===== src/pwm_buf_pkg.sv =====
package pwm_buf_pkg;

  localparam int CNT_W = 16;
  localparam logic [15:0] CNT_ZERO = 16'h0000;
  localparam logic [15:0] CNT_ONE = 16'h0001;
  localparam logic [15:0] FREE_TOP = 16'hffff;
  localparam logic [15:0] FREE_PRE = 16'hfffe;
  localparam logic [1:0] CLK_SEL_OFF = 2'h0;

  typedef enum logic {
    MODE_EDGE,
    MODE_CENTER
  } pwm_mode_type;

  // byte-pair write coherency: which half is still missing
  typedef enum logic [1:0] {
    PAIR_EMPTY,
    PAIR_LOW_SEEN,
    PAIR_HIGH_SEEN,
    PAIR_FULL
  } pair_type;

  // byte write request toward a 16-bit register
  typedef struct packed {
    logic wr_low;
    logic wr_high;
    logic [7:0] data;
  } byte_wr_type;

  // configuration seen by the counter and channel
  typedef struct packed {
    pwm_mode_type mode;
    logic [1:0] counter_clock_source_select;
    logic polarity_high;
  } pwm_cfg_type;

endpackage : pwm_buf_pkg


===== src/pair_buffer.sv =====
`timescale 1ns/1ps

// ------------------------------------------------------------
// two-byte write buffer with coherency tracking
// ------------------------------------------------------------
module pair_buffer
  import pwm_buf_pkg::*;
(
  input wire logic i_clk,                    // system clock
  input wire logic i_rst_n,                  // sync reset, active low
  input wire logic i_ce,                     // clock enable
  input wire byte_wr_type i_wr,              // byte writes
  input wire logic i_clear,                  // drop half-written pair
  input wire logic i_take,                   // full pair consumed
  output logic [15:0] o_value,               // buffered value
  output logic o_full                        // both bytes written
);

  typedef struct packed {
    pair_type pair;
    logic [15:0] value;
  } state_type;

  state_type state;
  state_type next_state;

  always_comb begin
    next_state = state;
    if (i_take) begin
      next_state.pair = PAIR_EMPTY;
    end
    if (i_clear) begin
      next_state.pair = PAIR_EMPTY;
    end
    if (i_wr.wr_low) begin
      next_state.value[7:0] = i_wr.data;
      next_state.pair = (next_state.pair == PAIR_HIGH_SEEN ||
                         next_state.pair == PAIR_FULL) ?
                        PAIR_FULL : PAIR_LOW_SEEN;
    end
    if (i_wr.wr_high) begin
      next_state.value[15:8] = i_wr.data;
      next_state.pair = (next_state.pair == PAIR_LOW_SEEN ||
                         next_state.pair == PAIR_FULL) ?
                        PAIR_FULL : PAIR_HIGH_SEEN;
    end
  end

  always_ff @(posedge i_clk) begin
    if (!i_rst_n) begin
      state <= '{pair: PAIR_EMPTY, value: CNT_ZERO};
    end else if (i_ce) begin
      state <= next_state;
    end
  end

  assign o_value = state.value;
  assign o_full = (state.pair == PAIR_FULL);

endmodule : pair_buffer


===== src/pwm_duty_buffer_update.sv =====
`timescale 1ns/1ps

// Function
// - edge mode, clock on: load after both bytes, counter mod-1 to mod
// - center mode, clock on: load after both bytes, counter mod-1 to mod
// - free-running counter: load happens as counter steps fffe to ffff
// - center mode, channel value equal modulo gives full duty
// - center mode, channel value modulo minus one gives near-full duty
// - center mode, zero to nonzero takes effect at next period start
// - center mode, nonzero to zero finishes current period with old duty
// - debug halt plus status/control write clears modulo byte-pair state
// - center counts up to modulo, then down (free-running counts up only); set on down, clear on up
// - edge period is modulo plus one, 65536 when modulo is 0; compare clears output; polarity chosen
module pwm_duty_buffer_update
  import pwm_buf_pkg::*;
#(
  parameter int WIDTH = CNT_W               // counter width
) (
  input wire logic i_clk,                    // 125 MHz system clock
  input wire logic i_rst_n,                  // sync reset, active low
  input wire logic i_ce,                     // clock enable, freezes all
  input wire logic i_count_tick,             // prescaled counter step
  input wire pwm_cfg_type i_cfg,             // mode, clock select, polarity
  input wire byte_wr_type i_chan_wr,         // channel value byte writes
  input wire byte_wr_type i_mod_wr,          // modulo byte writes
  input wire logic i_status_control_wr,      // timer_status_control write
  input wire logic i_background_debug_halt,  // cpu halted in debug
  output logic [15:0] o_counter,             // current counter
  output logic [15:0] o_channel_compare_value, // active compare value
  output logic [15:0] o_counter_modulo_value,  // active modulo
  output logic o_pwm,                        // channel output
  output logic o_period_start                // one-cycle period start
);

  typedef struct packed {
    logic [15:0] counter;
    logic count_down;
    logic [15:0] compare;
    logic [15:0] modulo;
    logic active;
    logic period_start;
  } state_type;

  state_type state;
  state_type next_state;

  logic [15:0] chan_buf;
  logic chan_full;
  logic [15:0] mod_buf;
  logic mod_full;
  logic clock_on;
  logic free_run;
  logic [15:0] top;
  logic [15:0] top_m1;
  logic step;
  logic load_point;
  logic chan_take;
  logic mod_take;
  logic mod_clear;
  logic [15:0] cnt_after;
  logic down_after;

  // ------------------------------------------------------------
  // write buffers
  // ------------------------------------------------------------
  pair_buffer chan_buffer (
    .i_clk(i_clk),
    .i_rst_n(i_rst_n),
    .i_ce(i_ce),
    .i_wr(i_chan_wr),
    .i_clear(i_status_control_wr),
    .i_take(chan_take),
    .o_value(chan_buf),
    .o_full(chan_full)
  );

  pair_buffer mod_buffer (
    .i_clk(i_clk),
    .i_rst_n(i_rst_n),
    .i_ce(i_ce),
    .i_wr(i_mod_wr),
    .i_clear(mod_clear),
    .i_take(mod_take),
    .o_value(mod_buf),
    .o_full(mod_full)
  );

  // debug halt with control write drops half-written modulo
  assign mod_clear = i_background_debug_halt &&
                     i_status_control_wr;

  // ------------------------------------------------------------
  // counter and load point
  // ------------------------------------------------------------
  assign clock_on = (i_cfg.counter_clock_source_select != CLK_SEL_OFF);
  assign free_run = (state.modulo == CNT_ZERO) ||
                    (state.modulo == FREE_TOP);
  assign top = free_run ? FREE_TOP : state.modulo;
  assign top_m1 = top - CNT_ONE;
  assign step = clock_on && i_count_tick && !i_background_debug_halt;

  always_comb begin
    cnt_after = state.counter;
    down_after = state.count_down;
    if (i_cfg.mode == MODE_CENTER && !free_run) begin
      // up to modulo, down to zero
      if (!state.count_down) begin
        if (state.counter >= top) begin
          down_after = 1'b1;
          cnt_after = state.counter - CNT_ONE;
        end else begin
          cnt_after = state.counter + CNT_ONE;
        end
      end else if (state.counter == CNT_ZERO) begin
        down_after = 1'b0;
        cnt_after = CNT_ONE;
      end else begin
        cnt_after = state.counter - CNT_ONE;
      end
    end else begin
      // period of top plus one counts; top is ffff when free-running
      down_after = 1'b0;
      cnt_after = (state.counter >= top) ? CNT_ZERO :
                  state.counter + CNT_ONE;
    end
  end

  // update only on the mod-1 to mod step
  assign load_point = step && !state.count_down &&
                      state.counter == top_m1 &&
                      cnt_after == top;
  // clock off loads directly, but must still empty the pair
  assign chan_take = (load_point || !clock_on) &&
                     chan_full;
  assign mod_take = (load_point || !clock_on) && mod_full;

  // ------------------------------------------------------------
  // state update and output
  // ------------------------------------------------------------
  always_comb begin
    next_state = state;
    next_state.period_start = 1'b0;
    if (step) begin
      next_state.counter = cnt_after;
      next_state.count_down = down_after;
      next_state.period_start = (cnt_after == CNT_ZERO) &&
                                (i_cfg.mode == MODE_EDGE);
      if (i_cfg.mode == MODE_CENTER) begin
        if (!state.count_down && state.counter == top_m1 &&
            state.compare == top_m1) begin
          // match at mod-1 going up leaves it at its current level
          next_state.active = state.active;
        end
        if (down_after && cnt_after == state.compare) begin
          next_state.active = 1'b1;
        end else if (!down_after && cnt_after == state.compare &&
                     state.compare != top) begin
          next_state.active = 1'b0;
        end
        if (state.compare == CNT_ZERO) begin
          next_state.active = 1'b0;
        end
        // period runs top to top, so a load there starts it
        if (!state.count_down && cnt_after == top) begin
          next_state.period_start = 1'b1;
        end
      end else begin
        if (cnt_after == CNT_ZERO) begin
          next_state.active = (state.compare != CNT_ZERO);
        end
        if (cnt_after == state.compare) begin
          next_state.active = 1'b0;
        end
      end
    end
    if (i_cfg.mode == MODE_CENTER && state.compare == top) begin
      next_state.active = 1'b1;
    end
    // new compare is used only from the load point, which the edge
    // period boundary follows and the center one shares; old duty finishes this period
    if (chan_take) begin
      next_state.compare = chan_buf;
    end
    if (mod_take) begin
      next_state.modulo = mod_buf;
    end
    if (!clock_on) begin
      // no clock source: registers update directly
      if (chan_full) begin
        next_state.compare = chan_buf;
      end
      if (mod_full) begin
        next_state.modulo = mod_buf;
      end
    end
  end

  always_ff @(posedge i_clk) begin
    if (!i_rst_n) begin
      state <= '{counter: CNT_ZERO, count_down: 1'b0,
                 compare: CNT_ZERO, modulo: CNT_ZERO,
                 active: 1'b0, period_start: 1'b0};
    end else if (i_ce) begin
      state <= next_state;
    end
  end

  assign o_counter = state.counter;
  assign o_channel_compare_value = state.compare;
  assign o_counter_modulo_value = state.modulo;
  assign o_pwm = state.active ~^ i_cfg.polarity_high;
  assign o_period_start = state.period_start;

endmodule : pwm_duty_buffer_update


===== config.mk =====
export PLATFORM = sky130hd
export DESIGN_NAME = pwm_duty_buffer_update
export DESIGN_NICKNAME = d
export VERILOG_FILES = /design/src/pwm_buf_pkg.sv /design/src/pair_buffer.sv /design/src/pwm_duty_buffer_update.sv
export SDC_FILE = /design/constraint.sdc
export NUM_CORES = 1
export LEC_CHECK = 0
export BUFFER_PORTS_ARGS = -buffer_cell sky130_fd_sc_hd__clkbuf_2
export CORE_UTILIZATION = 50
export CTS_CLUSTER_DIAMETER = 150
export DETAILED_ROUTE_END_ITERATION = 6
export PLACE_DENSITY = 0.73
export SETUP_SLACK_MARGIN = 0.3
export SLEW_MARGIN = 20
export SYNTH_ARGS = -nofsm -noshare
export SYNTH_HDL_FRONTEND = slang
export SYNTH_SLANG_ARGS = --single-unit

===== constraint.sdc =====
create_clock -name i_clk -period 5.6 [get_ports i_clk]
set_clock_uncertainty 0.1 [all_clocks]
set_input_delay 0.84 -clock i_clk [delete_from_list [all_inputs] [get_ports i_clk]]
set_output_delay 0.84 -clock i_clk [all_outputs]
set_load 0.05 [all_outputs]

==> metrics.txt, run 1 <==
H-tree levels=3; Post-Route WL=approximately 22000 um; DR pass1 iterations=5; Worst setup SP type=flip-flop; GR Layer Usage met1=0.4049; CTS Buffer Depth=2; first-pass GRT wire length=34330 um; HPWL after DPL=around 16000 um; number of primary I/O pins=80; DRC Markers=0; synth cell count leaders=nand2_1 (151), dfxtp_1 (87), a21oi_1 (72); Final Net Count=997; ys flop type=dfxtp_1; CTS tree=built; P per Cell Area=roughly 190 nW/um2; final setup fails=0; Critical Path AT=roughly 5300 ps; area delta synth->final=10.33%; average wire per standard cell=approximately 19 um; unrepaired setup endpoints after global routing=false; peak supply drop=around 220 uV; share of cells above drive strength 1=0.1933; placed cell area=7116 um2; Final Hold Vio Count=0; Die X=~120 um; initial core utilization=0.5169; worst slew pin tran=roughly 970 ps; Num CTS Buffers=9; Setup CP Type=flip-flop to flip-flop; Async SR Flop Fraction=0; area fraction of the dominant cell type after synthesis=0.2514; total grt overflow=0; Critical Path End Type=flip-flop; Min Clock Period, post-route=between 5000 and 6000 ps; clock sink count=87; vias in the first global route=6362; largest net degree at the start of global routing=73; number of synthesized register bits=87; Lkg Pwr=about 3.1 nW; status=finished, final reports clean; Synth cell types=76; initial drt markers=687; top cells by area, synth=dfxtp_1 (25%), nand2_1 (8.2%), buf_4 (5.6%); Syn Area/Cell=approximately 7.4 um2; total track usage=0.3048; GR Util met3=0.04658; met2 Resource Use GR=0.4718; vias per cell=a little over 6; area leader, netlist=dfxtp_1; worst skew pair latency=about 340 ps; Syn Nets=980; Pins Over Slew Limit=0; Clock transition at path regs=about 70 ps; total of max-cap violations=0; WP data required=5770 ps; root buffer cell=clkbuf_16; Rel. slew slack=0.3496; GP Congestion=between 1 and 1.5; initial antenna violation count=0; GRT busiest layer=met2; YS warnings=0; Core Footprint=around 13000 um2; Mapped Cells=930; antenna fix cells=0; Cell Area, Synth=~7000 um2; TNS Setup=0 ps; die area=14330 um2; count leader, synth=nand2_1; row count=42; sequential area share after synthesis=0.2514; input/output buffers=about 80; die height=119.7 um; Worst Path Max Fanout=18; Post-synth EDFFs=0; DR vias=roughly 6.9k; Detail Route Antenna Nets=0; Final Cell Area=7642 um2; Hold WC Path Type=flip-flop to flip-flop; final period utilization=0.9118; fmax=slightly below 200 MHz
-- metrics by stage --
| stage | power [mW] | instances | worst slack, ps | utilization | hold slack [ps] |
|---|---|---|---|---|---|
| floorplan | 0.8167 | 930 | 326.7 | - | 336.6 |
| global placement | 0.8723 | 1100 | 391.1 | 0.5310 | 343.7 |
| detailed placement | 0.8720 | 1100 | 234.6 | 0.5310 | 346.5 |
| CTS | 1.478 | 1116 | 346.0 | 0.5556 | 355.2 |
| global route | 1.528 | 1128 | 211.7 | 0.5703 | 371.7 |
| finish | 1.480 | 1128 | 494.2 | 0.5703 | 354.3 |
-- layout by cell type (no fill, tap or decap), types with 5 or more instances in the layout --
master     synthesis  final
a211oi_1          10     10
a21o_1             5      5
a21oi_1           72     72
a22o_1             7      7
a31oi_1            5      5
a32oi_1            7      7
and3_1             7      6
buf_4             52     46
clkbuf_16          0      9
clkbuf_2           1     79
dfxtp_1           87     80
dfxtp_2            0      7
ha_1              20     20
inv_1             20     20
mux2i_1           33     33
nand2_1          151    151
nand2b_1           5      5
nand3_1           57     55
nand4_1           19     19
nor2_1            59     58
nor2b_1            5      5
nor3_1            34     32
nor4_1            24     23
o21ai_0           14     14
xnor2_1           43     43
xor2_1            31     31
-- cells by family after synthesis --
| kind of cell | synth area share |
|---|---|
| AND/OR/NAND/NOR | 0.2840 |
| AO/OA/AOI/OAI | 0.1664 |
| buffers and inverters | 0.1160 |
| flip-flops | 0.2514 |
| XOR/XNOR | 0.09357 |
| multiplexers | 0.05257 |
| adder cells (fa/ha/maj) | 0.03613 |
-- flip-flops by register name (all words and copies together), names as in the netlist --
| signal | flops |
|---|---|
| o_channel_compare_value | 16 |
| o_period_start | 1 |
| o_counter_modulo_value | 16 |
| o_counter | 16 |
| mod_buffer.o_value | 16 |
| chan_buffer.state | 2 |
| state | 2 |
| mod_buffer.state | 2 |
| chan_buffer.o_value | 16 |
-- repair_timing --
item,in CTS,in global routing
gates resized for setup,5,27
gates cloned,0,1
hold buffers,0,0
pin swaps,0,9
setup endpoints to repair,25,38
setup buffers,0,11
-- path summary, 6_finish.rpt --
| path | from | end | slack, ps | depth (start not counted) |
|---|---|---|---|---|
| max | o_counter_modulo_value[10] | o_channel_compare_value[5] | 490 | 19 |
| min | chan_buffer.o_value[5] | chan_buffer.o_value[5] | 350 | 2 |
| max reg2reg | o_counter_modulo_value[10] | o_channel_compare_value[5] | 490 | 19 |
| min reg2reg | chan_buffer.o_value[5] | chan_buffer.o_value[5] | 350 | 2 |
-- power breakdown --
group          internal [mW]  switching (mW)  total (mW)  leakage, nW
Clock                  0.351           0.262       0.613        0.153
Sequential             0.635          0.0191       0.655        0.710
Combinational         0.0730           0.139       0.212         2.27
-- metal layers --
metal  vias up  part of all wire  wire [um]
met2       359              0.45       9850
li1       3290                 -          -
met3        79             0.089       1959
met1      3206              0.41       9033
met5         -                 0          0
met4         0             0.052       1149
-- worst max-delay path, stage by stage, from the launching register on --
cell and delay [ps]:
dfxtp_1 530, nand4_1 180, nor4_2 340, a21o_1 200, buf_8 180, nor2_1 80
ha_1 310, nand4_1 200, nor3_4 270, o311ai_4 180, nand3_1 130, buf_6 180
a22oi_1 130, mux2_2 270, or4b_4 540, nor4_4 350, a21oi_4 150, nor3b_4 280
buf_6 200, mux2i_1 220
-- cell type report --
cell class              instances  area (um2)
clock buffers                   9       225.2
clock inverters                 7       82.58
fillers                      1306        5758
inverters                      21       78.83
multi-input cells             698        4476
flip-flops and latches         87        1750
well taps                     176       220.2
repair buffers                130       809.5
Note: power is estimated with default switching activity, not from simulation.
==> run 2: changes to the inputs <==
- SETUP_SLACK_MARGIN: 0.3 -> 0.5
==> run 2 against run 1 <==
Effect of this change:
- via count down 1.1%
- power fell by 0.43%
- setup slack improved by 230 ps
- hold slack gained 1.4 ps
- clock power is 2% lower
- maximum frequency rose by 4.8%
- flip-flop and latch count stayed put
- critical path depth increased by 1
- combinational power is 2% higher
- cell count grew 1.2%
- critical endpoint is now o_counter_modulo_value[3]
==> metrics.txt, run 2 (same netlist as run 1, synthesis figures left out) <==
Die X=119.7 um (unchanged); Critical Path End Type=flip-flop; Setup CP Type=flip-flop to flip-flop; DR vias=6857 (-1.1%); row count=42 (unchanged); Lkg Pwr=3.229 nW (+3.2%); average wire per standard cell=19.31 um (-0.97%); Final Net Count=1010 (+1.3%); Pins Over Slew Limit=0 (unchanged); number of primary I/O pins=80 (unchanged); unrepaired setup endpoints after global routing=false; WP data required=5770 ps (about the same); total of max-cap violations=0 (unchanged); total grt overflow=0 (unchanged); clock sink count=87 (unchanged); Worst setup SP type=flip-flop; initial antenna violation count=1 (+1); Critical Path AT=5050 ps (-230 ps); post-route setup slack=726.8 ps (+232.7 ps); area delta synth->final=12.59%; most frequent cells in the layout=nand2_1 (150), dfxtp_1 (84), clkbuf_2 (79), a21oi_1 (72), buf_4 (58); CTS tree=built; share of cells above drive strength 1=0.2114 (+0.01812); vias in the first global route=6223 (-2.2%); initial drt markers=647 (-5.8%); largest net degree at the start of global routing=73 (unchanged); Hold WC Path Type=flip-flop to flip-flop; CTS Buffer Depth=2 (unchanged); Post-Route WL=22030 um (+0.17%); H-tree levels=3 (unchanged); root buffer cell=clkbuf_16; Clock transition at path regs=70 ps (about the same); final period utilization=0.8702 (-0.04155); cts hold-fix bufs=0 (unchanged); GP Congestion=1.020 (+0.31%); DRC Markers=0 (unchanged); TNS Setup=0 ps (unchanged); Core Footprint=13400 um2 (unchanged); total track usage=0.3048 (about the same); Rel. slew slack=0.3633 (+0.01370); worst slew pin tran=953.7 ps (-20.52 ps); HPWL after DPL=16090 um (+1.5%); Detail Route Antenna Nets=0 (unchanged); initial core utilization=0.5169 (unchanged); total power=1.473 mW (-0.43%); first-pass GRT wire length=33910 um (-1.2%); DR pass1 iterations=5 (unchanged); die height=119.7 um (unchanged); final setup fails=0 (unchanged); input/output buffers=79 (unchanged); worst slack, placed=131.5 ps (-103.0 ps); antenna fix cells=0 (unchanged); commonest non-fill, non-tap cell in the layout=nand2_1; peak supply drop=172.1 uV (-23%); Worst Path Max Fanout=16 (-2); status=finished, final reports clean; Min Clock Period, post-route=4873 ps (-232.7 ps); fmax=205.2 MHz (+4.8%); vias per cell=6.010 (-2.2%); P per Cell Area=188.9 nW/um2 (-2.4%); Final Hold Vio Count=0 (unchanged); die area=14330 um2 (unchanged); worst skew pair latency=350 ps (about the same); Num CTS Buffers=9 (unchanged)
-- run 2: what timing repair did --
item / 4_1_cts / 5_1_grt
gates resized for setup: 15 / 23
setup endpoints to repair: 38 / 38
pin swaps: 0 / 15
setup buffers: 0 / 19
cloned: 0 / 1
-- run 2: final timing paths --
check | endpoint | slack (ps) | from | cells after the start
setup / recovery | o_counter_modulo_value[3] | 730 | o_counter_modulo_value[3] | 20
hold / removal | chan_buffer.o_value[11] | 360 | chan_buffer.o_value[11] | 2
setup reg to reg | o_counter_modulo_value[3] | 730 | o_counter_modulo_value[3] | 20
hold reg to reg | chan_buffer.o_value[11] | 360 | chan_buffer.o_value[11] | 2
-- run 2: per-layer routing --
layer | share of wire | wire length, um | vias up | GRT usage
met2 | 0.44 | 9701 | 347 | 0.4646
met3 | 0.083 | 1832 | 89 | 0.05276
met4 | 0.055 | 1215 | 2 | 0.1844
li1 | - | - | 3301 | -
met1 | 0.42 | 9267 | 3118 | 0.4004
met5 | 0.00054 | 12 | - | 0
-- run 2: critical path: stages (launching register included) --
cell       delay (ps)
dfxtp_1           360
nor4_4            380
and4_4            330
a21o_4            190
buf_4             170
nor2_1             50
ha_1              290
a31oi_1           190
nor2b_1           100
o311ai_4          350
nand3_4           180
buf_2             220
o211a_1           150
a2111oi_2         310
nand4b_1          210
nor4_4            390
a21oi_4           130
buf_4             180
nor2_4            110
buf_12            170
mux2i_1           210
-- run 2: area by class of cell --
class	instances	area, um2
Clock buffer	9	225.2
Clock inverter	7	73.82
Fill cell	1241	5602
Inverter	21	78.83
Multi-Input combinational cell	698	4563
Sequential cell	87	1745
Tap cell	176	220.2
Timing Repair Buffer	143	892.1
-- run 2: stage by stage --
| step | instances | hold WS [ps] | utilization | cell area [um2] |
|---|---|---|---|---|
| floorplan | 930 | 336.6 | - | 6978 |
| global route | 1141 | 367.9 | 0.5820 | 7799 |
| detailed placement | 1105 | 347.0 | 0.5364 | 7188 |
| global placement | 1105 | 343.1 | 0.5364 | 7188 |
| CTS | 1121 | 356.2 | 0.5636 | 7552 |
| finish | 1141 | 355.8 | 0.5820 | 7799 |
-- run 2: power by group --
part           switching [mW]  leakage (nW)  total [mW]  internal, mW
clock network           0.288         0.147       0.603         0.315
registers              0.0191         0.708       0.654         0.635
logic                   0.140          2.37       0.216        0.0764
total                   0.447          3.23        1.47          1.03
